## src/hw/acc_pkg.sv

```systemverilog
// constants and register map of the converter core and channel configuration block
// What this block does
// - lead code plus one core clocks early, or at start when lead code plus one reaches the conversion length
// - two-bit resolution field, resets to twelve bits
// - core clock equals twice divider source clocks, two for divider zero
// - per-channel level or edge trigger bit
// - per-channel early interrupt enable bit
// - per-channel early status, cleared by buffer read
// - per-channel differential mode bit
// - per-channel signed result format bit
// - mode odd bit, format even below
// - ready flag set when result available
package acc_pkg;
    localparam int          NUM_CORES     = 4;
    localparam int          NUM_CHANNELS  = 22;
    localparam int          ADDR_W        = 5;
    // register word addresses
    localparam logic [4:0]  ADDR_CORE0    = 5'h00;  // cores at 0..3
    localparam logic [4:0]  ADDR_LVL_LO   = 5'h04;
    localparam logic [4:0]  ADDR_LVL_HI   = 5'h05;
    localparam logic [4:0]  ADDR_EIE_LO   = 5'h06;
    localparam logic [4:0]  ADDR_EIE_HI   = 5'h07;
    localparam logic [4:0]  ADDR_EIS_LO   = 5'h08;
    localparam logic [4:0]  ADDR_EIS_HI   = 5'h09;
    localparam logic [4:0]  ADDR_MOD0_LO  = 5'h0a;
    localparam logic [4:0]  ADDR_MOD0_HI  = 5'h0b;
    localparam logic [4:0]  ADDR_MOD1_LO  = 5'h0c;
    localparam logic [4:0]  ADDR_RDY_LO   = 5'h0d;
    localparam logic [4:0]  ADDR_RDY_HI   = 5'h0e;
    localparam logic [4:0]  ADDR_BUF0     = 5'h10;  // result buffers at 16..37 span
    // core control field positions
    localparam int          DIV_LSB       = 0;
    localparam int          DIV_W         = 7;
    localparam int          RES_LSB       = 8;
    localparam int          LEAD_LSB      = 10;
    localparam logic [15:0] CORE_MASK     = 16'h1f7f;
    localparam logic [15:0] CORE_RESET    = 16'h0300;  // twelve-bit resolution
    localparam logic [15:0] HI_MASK       = 16'h003f;  // channels 21..16
    localparam logic [15:0] MOD1_MASK     = 16'h0fff;
    // conversion length in core clocks per resolution code
    localparam logic [3:0]  CONV_LEN_6    = 4'h6;
    localparam logic [3:0]  CONV_LEN_8    = 4'h8;
    localparam logic [3:0]  CONV_LEN_10   = 4'ha;
    localparam logic [3:0]  CONV_LEN_12   = 4'hc;
endpackage

```

## src/hw/acc_top.sv

```systemverilog
// converter core and channel configuration registers with early interrupt timing
`timescale 1ns/1ps
module acc_top (
    input  wire logic        i_clk,
    input  wire logic        i_rst_n,
    input  wire logic [5:0]  i_addr,
    input  wire logic [15:0] i_wdata,
    input  wire logic        i_wr,
    input  wire logic        i_rd,
    input  wire logic [3:0]  i_conv_start,   // one pulse per core, starts a conversion
    input  wire logic [4:0]  i_conv_chan_0,
    input  wire logic [4:0]  i_conv_chan_1,
    input  wire logic [4:0]  i_conv_chan_2,
    input  wire logic [4:0]  i_conv_chan_3,
    output logic      [15:0] o_rdata,
    output logic      [21:0] o_level_trigger_en,
    output logic      [21:0] o_pair_input_mode,
    output logic      [21:0] o_signed_format,
    output logic      [21:0] o_early_irq,        // one-cycle pulse per channel
    output logic      [21:0] o_result_ready_flag,
    output logic      [3:0]  o_core_clock_tick   // one pulse per core clock period
);
    localparam int NC = acc_pkg::NUM_CORES;
    localparam int NCH = acc_pkg::NUM_CHANNELS;

    logic [15:0] core_ctl_q [NC];
    logic [21:0] lvl_q, eie_q, eis_q, rdy_q;
    logic [43:0] mode_q;
    logic [15:0] rdata_d, rdata_q;
    logic [21:0] early_q;
    logic [3:0]  tick_q;
    logic [4:0]  chan_in [NC];

    assign chan_in[0] = i_conv_chan_0;
    assign chan_in[1] = i_conv_chan_1;
    assign chan_in[2] = i_conv_chan_2;
    assign chan_in[3] = i_conv_chan_3;

    // write decode
    wire we_lvl_lo  = i_wr && (i_addr[4:0] == acc_pkg::ADDR_LVL_LO) && !i_addr[5];
    wire we_lvl_hi  = i_wr && (i_addr[4:0] == acc_pkg::ADDR_LVL_HI) && !i_addr[5];
    wire we_eie_lo  = i_wr && (i_addr[4:0] == acc_pkg::ADDR_EIE_LO) && !i_addr[5];
    wire we_eie_hi  = i_wr && (i_addr[4:0] == acc_pkg::ADDR_EIE_HI) && !i_addr[5];
    wire we_eis_lo  = i_wr && (i_addr[4:0] == acc_pkg::ADDR_EIS_LO) && !i_addr[5];
    wire we_eis_hi  = i_wr && (i_addr[4:0] == acc_pkg::ADDR_EIS_HI) && !i_addr[5];
    wire we_mod0_lo = i_wr && (i_addr[4:0] == acc_pkg::ADDR_MOD0_LO) && !i_addr[5];
    wire we_mod0_hi = i_wr && (i_addr[4:0] == acc_pkg::ADDR_MOD0_HI) && !i_addr[5];
    wire we_mod1_lo = i_wr && (i_addr[4:0] == acc_pkg::ADDR_MOD1_LO) && !i_addr[5];
    // buffer read index: address 16 onward maps channel 0..21
    wire [5:0] buf_idx  = i_addr - {1'b0, acc_pkg::ADDR_BUF0};
    wire       buf_rd   = i_rd && (i_addr >= {1'b0, acc_pkg::ADDR_BUF0})
                          && (buf_idx < 6'(NCH));
    wire [15:0] wlo     = i_wdata;
    wire [15:0] whi     = i_wdata & acc_pkg::HI_MASK;

    // per-channel early events and ready events gathered from cores
    logic [21:0] early_ev, ready_ev;
    logic [21:0] ev_early_core [NC];
    logic [21:0] ev_ready_core [NC];
    always_comb begin
        early_ev = '0;
        ready_ev = '0;
        for (int c = 0; c < NC; c++) begin
            early_ev = early_ev | ev_early_core[c];
            ready_ev = ready_ev | ev_ready_core[c];
        end
    end

    genvar g;
    generate
        for (g = 0; g < NC; g++) begin : g_core
            logic [7:0] div_cnt_q;   // wide enough for the 254-clock period
            logic [3:0] conv_cnt_q;
            logic       busy_q;
            logic [4:0] chan_q;
            logic       early_done_q;
            wire  [6:0] divc   = core_ctl_q[g][acc_pkg::DIV_LSB +: acc_pkg::DIV_W];
            wire  [1:0] res    = core_ctl_q[g][acc_pkg::RES_LSB +: 2];
            wire  [2:0] lead   = core_ctl_q[g][acc_pkg::LEAD_LSB +: 3];
            wire  [7:0] period = (divc < 7'h02) ? 8'h02 : {divc, 1'b0};
            // compare with >= so a shorter divider written mid-count wraps at once
            wire        tick   = (div_cnt_q >= period - 8'h01);
            wire  [3:0] conv_len = (res == 2'b11) ? acc_pkg::CONV_LEN_12 :
                                   (res == 2'b10) ? acc_pkg::CONV_LEN_10 :
                                   (res == 2'b01) ? acc_pkg::CONV_LEN_8 :
                                                    acc_pkg::CONV_LEN_6;
            // lead time is code plus one
            wire  [3:0] lead_n   = {1'b0, lead} + 4'h1;
            // lead past start fires at start
            wire        start_now = i_conv_start[g] && !busy_q;
            // ready follows conv_cnt_q - 1 more core clocks, so fire at lead_n + 1
            wire        early_hit = busy_q && tick && !early_done_q
                                    && (conv_cnt_q <= lead_n + 4'h1);
            wire        early_go  = early_hit || (start_now && lead_n >= conv_len);
            wire        done      = busy_q && tick && (conv_cnt_q == 4'h1);
            wire  [4:0] chan_sel  = start_now ? chan_in[g] : chan_q;
            always_comb begin
                ev_early_core[g] = '0;
                ev_ready_core[g] = '0;
                if (early_go && chan_sel < 5'(NCH))
                    ev_early_core[g][chan_sel] = 1'b1;
                if (done && chan_q < 5'(NCH))
                    ev_ready_core[g][chan_q] = 1'b1;
            end
            // core clock divider and conversion countdown
            always_ff @(posedge i_clk) begin
                if (!i_rst_n) begin
                    div_cnt_q    <= '0;
                    conv_cnt_q   <= '0;
                    busy_q       <= 1'b0;
                    chan_q       <= '0;
                    early_done_q <= 1'b0;
                end else begin
                    div_cnt_q <= tick ? 8'h00 : div_cnt_q + 8'h01;
                    if (start_now) begin
                        busy_q       <= 1'b1;
                        conv_cnt_q   <= conv_len;
                        chan_q       <= chan_in[g];
                        early_done_q <= early_go;
                    end else if (busy_q && tick) begin
                        conv_cnt_q   <= conv_cnt_q - 4'h1;
                        early_done_q <= early_done_q | early_hit;
                        busy_q       <= (conv_cnt_q != 4'h1);
                    end
                end
            end
            always_ff @(posedge i_clk) begin
                if (!i_rst_n)
                    tick_q[g] <= 1'b0;
                else
                    tick_q[g] <= tick;
            end
            // core control register write
            wire we_core = i_wr && !i_addr[5]
                           && (i_addr[4:0] == acc_pkg::ADDR_CORE0 + 5'(g));
            always_ff @(posedge i_clk) begin
                if (!i_rst_n)
                    core_ctl_q[g] <= acc_pkg::CORE_RESET;
                else if (we_core)
                    core_ctl_q[g] <= i_wdata & acc_pkg::CORE_MASK;
            end
        end
    endgenerate

    wire [21:0] early_gated = early_ev & eie_q;
    logic [21:0] buf_clr;
    always_comb begin
        buf_clr = '0;
        if (buf_rd)
            buf_clr[buf_idx[4:0]] = 1'b1;
    end
    wire [21:0] eis_wr = {we_eis_hi ? whi[5:0] : eis_q[21:16],
                          we_eis_lo ? wlo : eis_q[15:0]};
    wire [21:0] eis_d  = (eis_wr & ~buf_clr) | early_gated;
    // ready set at result, read clears
    wire [21:0] rdy_d  = (rdy_q & ~buf_clr) | ready_ev;

    // configuration and status registers
    always_ff @(posedge i_clk) begin
        if (!i_rst_n) begin
            lvl_q   <= '0;
            eie_q   <= '0;
            eis_q   <= '0;
            rdy_q   <= '0;
            mode_q  <= '0;
            early_q <= '0;
        end else begin
            if (we_lvl_lo) lvl_q[15:0]  <= wlo;
            if (we_lvl_hi) lvl_q[21:16] <= whi[5:0];
            if (we_eie_lo) eie_q[15:0]  <= wlo;
            if (we_eie_hi) eie_q[21:16] <= whi[5:0];
            if (we_mod0_lo) mode_q[15:0]  <= wlo;
            if (we_mod0_hi) mode_q[31:16] <= wlo;
            if (we_mod1_lo) mode_q[43:32] <= 12'(wlo & acc_pkg::MOD1_MASK);
            eis_q   <= eis_d;
            rdy_q   <= rdy_d;
            early_q <= early_gated;
        end
    end

    // read mux, unmapped addresses read zero
    always_comb begin
        rdata_d = '0;
        if (i_rd && !i_addr[5]) begin
            unique case (i_addr[4:0])
                acc_pkg::ADDR_LVL_LO:  rdata_d = lvl_q[15:0];
                acc_pkg::ADDR_LVL_HI:  rdata_d = {10'h000, lvl_q[21:16]};
                acc_pkg::ADDR_EIE_LO:  rdata_d = eie_q[15:0];
                acc_pkg::ADDR_EIE_HI:  rdata_d = {10'h000, eie_q[21:16]};
                acc_pkg::ADDR_EIS_LO:  rdata_d = eis_q[15:0];
                acc_pkg::ADDR_EIS_HI:  rdata_d = {10'h000, eis_q[21:16]};
                acc_pkg::ADDR_MOD0_LO: rdata_d = mode_q[15:0];
                acc_pkg::ADDR_MOD0_HI: rdata_d = mode_q[31:16];
                acc_pkg::ADDR_MOD1_LO: rdata_d = {4'h0, mode_q[43:32]};
                acc_pkg::ADDR_RDY_LO:  rdata_d = rdy_q[15:0];
                acc_pkg::ADDR_RDY_HI:  rdata_d = {10'h000, rdy_q[21:16]};
                default: begin
                    if (i_addr[4:0] < acc_pkg::ADDR_LVL_LO)
                        rdata_d = core_ctl_q[i_addr[1:0]];
                    else
                        rdata_d = '0;
                end
            endcase
        end
    end

    always_ff @(posedge i_clk) begin
        if (!i_rst_n)
            rdata_q <= '0;
        else
            rdata_q <= rdata_d;
    end

    // per-channel mode split: odd bit mode, even bit format
    logic [21:0] pair_w, sign_w;
    generate
        for (g = 0; g < NCH; g++) begin : g_ch
            assign pair_w[g] = mode_q[2*g+1];
            assign sign_w[g] = mode_q[2*g];
        end
    endgenerate

    logic [21:0] pair_q, sign_q, lvl_out_q;
    always_ff @(posedge i_clk) begin
        if (!i_rst_n) begin
            pair_q    <= '0;
            sign_q    <= '0;
            lvl_out_q <= '0;
        end else begin
            pair_q    <= pair_w;
            sign_q    <= sign_w;
            lvl_out_q <= lvl_q;
        end
    end

    assign o_rdata             = rdata_q;
    assign o_level_trigger_en  = lvl_out_q;
    assign o_pair_input_mode   = pair_q;
    assign o_signed_format     = sign_q;
    assign o_early_irq         = early_q;
    assign o_result_ready_flag = rdy_q;
    assign o_core_clock_tick   = tick_q;
endmodule

```

## config.mk

```make
export PLATFORM = sky130hd
export DESIGN_NAME = acc_top
export DESIGN_NICKNAME = d
export VERILOG_FILES = /design/src/hw/acc_pkg.sv /design/src/hw/acc_top.sv
export SDC_FILE = /design/constraint.sdc
export NUM_CORES = 1
export LEC_CHECK = 0
export BUFFER_PORTS_ARGS = -buffer_cell sky130_fd_sc_hd__buf_2
export CORE_MARGIN = 2
export CORE_UTILIZATION = 30
export DETAILED_ROUTE_END_ITERATION = 8
export PLACE_DENSITY = 0.47
export RECOVER_POWER = 50
export SYNTH_ARGS = -nofsm -noshare
export SYNTH_HDL_FRONTEND = slang
export SYNTH_SLANG_ARGS = --single-unit
export TNS_END_PERCENT = 1
```

## constraint.sdc

```tcl
create_clock -name i_clk -period 3.9 [get_ports i_clk]
set_input_delay 0.39 -clock i_clk [delete_from_list [all_inputs] [get_ports i_clk]]
set_output_delay 0.39 -clock i_clk [all_outputs]
set_load 0.01 [all_outputs]
```

==> results.cfg <==
[timing]
min_period_ns = 3.72
hold_violations = 0
finalCritPeriodShare_pct = 95.4
worstMarginPinSlew_ns = 1.80
finalSetupViolations = 0
max-slew-margin-rel_pct = -20.1
fin_worst_skew_ns = 0.0479
rsz0062_at_grt = yes
fin_ws_ns = 0.179
whs_ns = 0.0896
fmaxAchievable_mhz = 269
finalMaxSlewViolations = 88

[synth]
syn_nets = 2259
syn_inst = 2115
ys_ff_latch = 364
synth.area.top_cells = dfxtp_1 (34%), edfxtp_1 (7.8%), ha_1 (6.3%)
ys.flop_type = dfxtp_1
synth.yosys.seq_area_share_pct = 41.8
netlist_area_um2 = 18600
yosys_warnings = 0
synth_edf_count = 48
syn_avg_cell_area_um2 = 8.78
synth_cell_types = 94
yosys.area.top_type = dfxtp_1
yosys.area.top_type_share_pct = 34.1
async_reset_ff_share_pct = 0

[drt]
drtPass1Iterations = 6
viasPerCell = 5.49
drtAntennaViolNets = 0
drt_iter0_drc = 1733
wl_per_cell_um = 24.5
drcViolationCount = 0
finalWirelength_um = 76500
num_vias = 17200

[power]
peakVddDrop_v = 0.000291
power.leakage_nw = 8.14
p_per_area_nw_per_um2 = 435
power_mw = 9.67

[setup_path]
cp-end-kind = register
cp_max_fo = 13
critical_path_required_ns = 4.40
worst-setup-path-type = reg2reg
crit_path_start_kind = register
critPathArrivalTime_ns = 4.22

[die]
ios = 180
core_area_um2 = 61500
start_util_pct = 30.2
die_h_um = 253
die_area_um2 = 63900
std_cell_rows = 91
die_w_um = 253

[grt]
groute.usage.overall_pct = 23.3
grt_pass1_wl_um = 111000
grt_pass1_vias = 16400
overflow = 0
grt_max_degree = 88
antenna_found_initial = 4

[clock_tree]
clkSinkCount = 364
clk_pin_slew_ns = 0.06
root_buffer = clkbuf_16
cts_tree = done
max-clock-path-buffers = 3
numCtsBuffers = 44
worstSkewPairLatency_ns = 0.62
ctsHoldBuffers = 0
cts_max_level = 2

[final_layout]
syn_to_final_growth_pct = 19.7
final_common_cell = dfxtp_1
final_area_um2 = 22200
drive_gt1_share_pct = 11.7
fin_nets = 2444
postLayoutCoreUtil_pct = 36.2
layout_common_cells = dfxtp_1 (316), nand2_1 (288), nor2_1 (174), a21oi_1 (158), clkbuf_1 (139)

[job]
maxCapViolCount = 1

[placement]
dp_hpwl_um = 58900
gp_congestion = 0.932
dp_slack_ns = -0.219
place_area_um2 = 20500
portBuffers = 179

[min_path]
hp-class = in2reg

[run_status]
outcome = complete, but fails checks
violations = capacitance limit, slew limit
## through the flow
stage / cells / TNS (ns)
6_report: 3126 / 0
5_1_grt: 3126 / -0.316
4_1_cts: 3122 / 0
3_5_place_dp: 3041 / -1.20
3_3_place_gp: 3041 / -2.08
2_1_floorplan: 2115 / 0
## repair_timing
item,in CTS,in global routing
pin swaps,0,3
gates resized for setup,5,25
buffers inserted,0,2
setup endpoints to repair,15,60
## worst paths after layout
| path | from | to | slack (ns) | cells after the start |
|---|---|---|---|---|
| setup / recovery | core_ctl_q[0][5] | eis_q[1] | 0.18 | 15 |
| hold / removal | i_wdata[7] | lvl_q[7] | 0.09 | 3 |
| setup reg to reg | core_ctl_q[0][5] | eis_q[1] | 0.18 | 15 |
| hold reg to reg | g_core[0].div_cnt_q[0] | g_core[0].div_cnt_q[0] | 0.46 | 1 |
## power breakdown
group	internal [mW]	total, mW	switching [mW]
Clock	2.89	4.72	1.83
Combinational	0.300	0.947	0.646
Sequential	3.87	4.00	0.128
Total	7.07	9.67	2.60
## routing by layer
layer | routed length [um] | up-vias | share of wire [%] | track usage, %
met2 | 33800 | 707 | 44 | 35.9
met3 | 5330 | 116 | 7.0 | 3.15
met1 | 35100 | 8461 | 46 | 33.6
met4 | 2280 | 0 | 3.0 | 7.54
li1 | - | 7888 | - | -
met5 | 0 | - | 0 | 0
## worst max-delay path: stages, from the launching register on
cell and delay [ns]:
edfxtp_1 0.45, nor4_2 0.35, a21o_1 0.22, inv_1 0.06, ha_1 0.22, xnor2_1 0.14, ha_1 0.30, nand2_1 0.05
o21ai_1 0.21, a311oi_2 0.14, buf_6 0.20, buf_4 0.16, nor3_1 0.49, a22oi_1 0.14, a31oi_1 0.33, o21bai_1 0.16
## registers in the layout (all words and copies together), names as in the netlist
signal	cells
g_core.chan_q	20
o_early_irq	22
eie_q	22
g_core.busy_q	4
mode_q	44
eis_q	22
o_pair_input_mode	22
o_rdata	16
o_core_clock_tick	4
g_core.early_done_q	4
o_level_trigger_en	22
o_signed_format	22
lvl_q	22
g_core.conv_cnt_q	16
g_core.div_cnt_q	32
core_ctl_q	48
o_result_ready_flag	22
## cell usage after synthesis (37+ instances only)
library cell / number
mux2i_1: 43
o21ai_0: 54
nor2_1: 174
and2_1: 129
clkbuf_1: 78
nand2_1: 288
nand3_1: 61
dfxtp_1: 316
a22oi_1: 51
nor3_1: 37
ha_1: 94
edfxtp_1: 48
inv_1: 59
a21oi_1: 159
## cell families (layout without fill, tap and decap cells)
kind of cell    count (synthesis)  count (layout)  share of synthesized area (%)
flops                         364             364                           41.8
other cells                     0               1                              0
simple gates                  859             859                           22.6
fa+ha+maj                      94              94                           6.33
xor+xnor                       62              62                           2.92
buf+inv                       177             397                           3.94
mux                            60              60                           4.09
compound gates                499             499                           18.3
## layout make-up
| cell class | count | area [um2] |
|---|---|---|
| Sequential cell | 364 | 7770 |
| Tap cell | 790 | 988 |
| Clock inverter | 23 | 399 |
| Clock buffer | 58 | 1290 |
| Fill cell | 6370 | 39300 |
| Timing Repair Buffer | 257 | 1310 |
| Inverter | 59 | 221 |
| Multi-Input combinational cell | 1574 | 10300 |
| Antenna cell | 1 | 2.50 |
(Power assumes the default switching activity.)
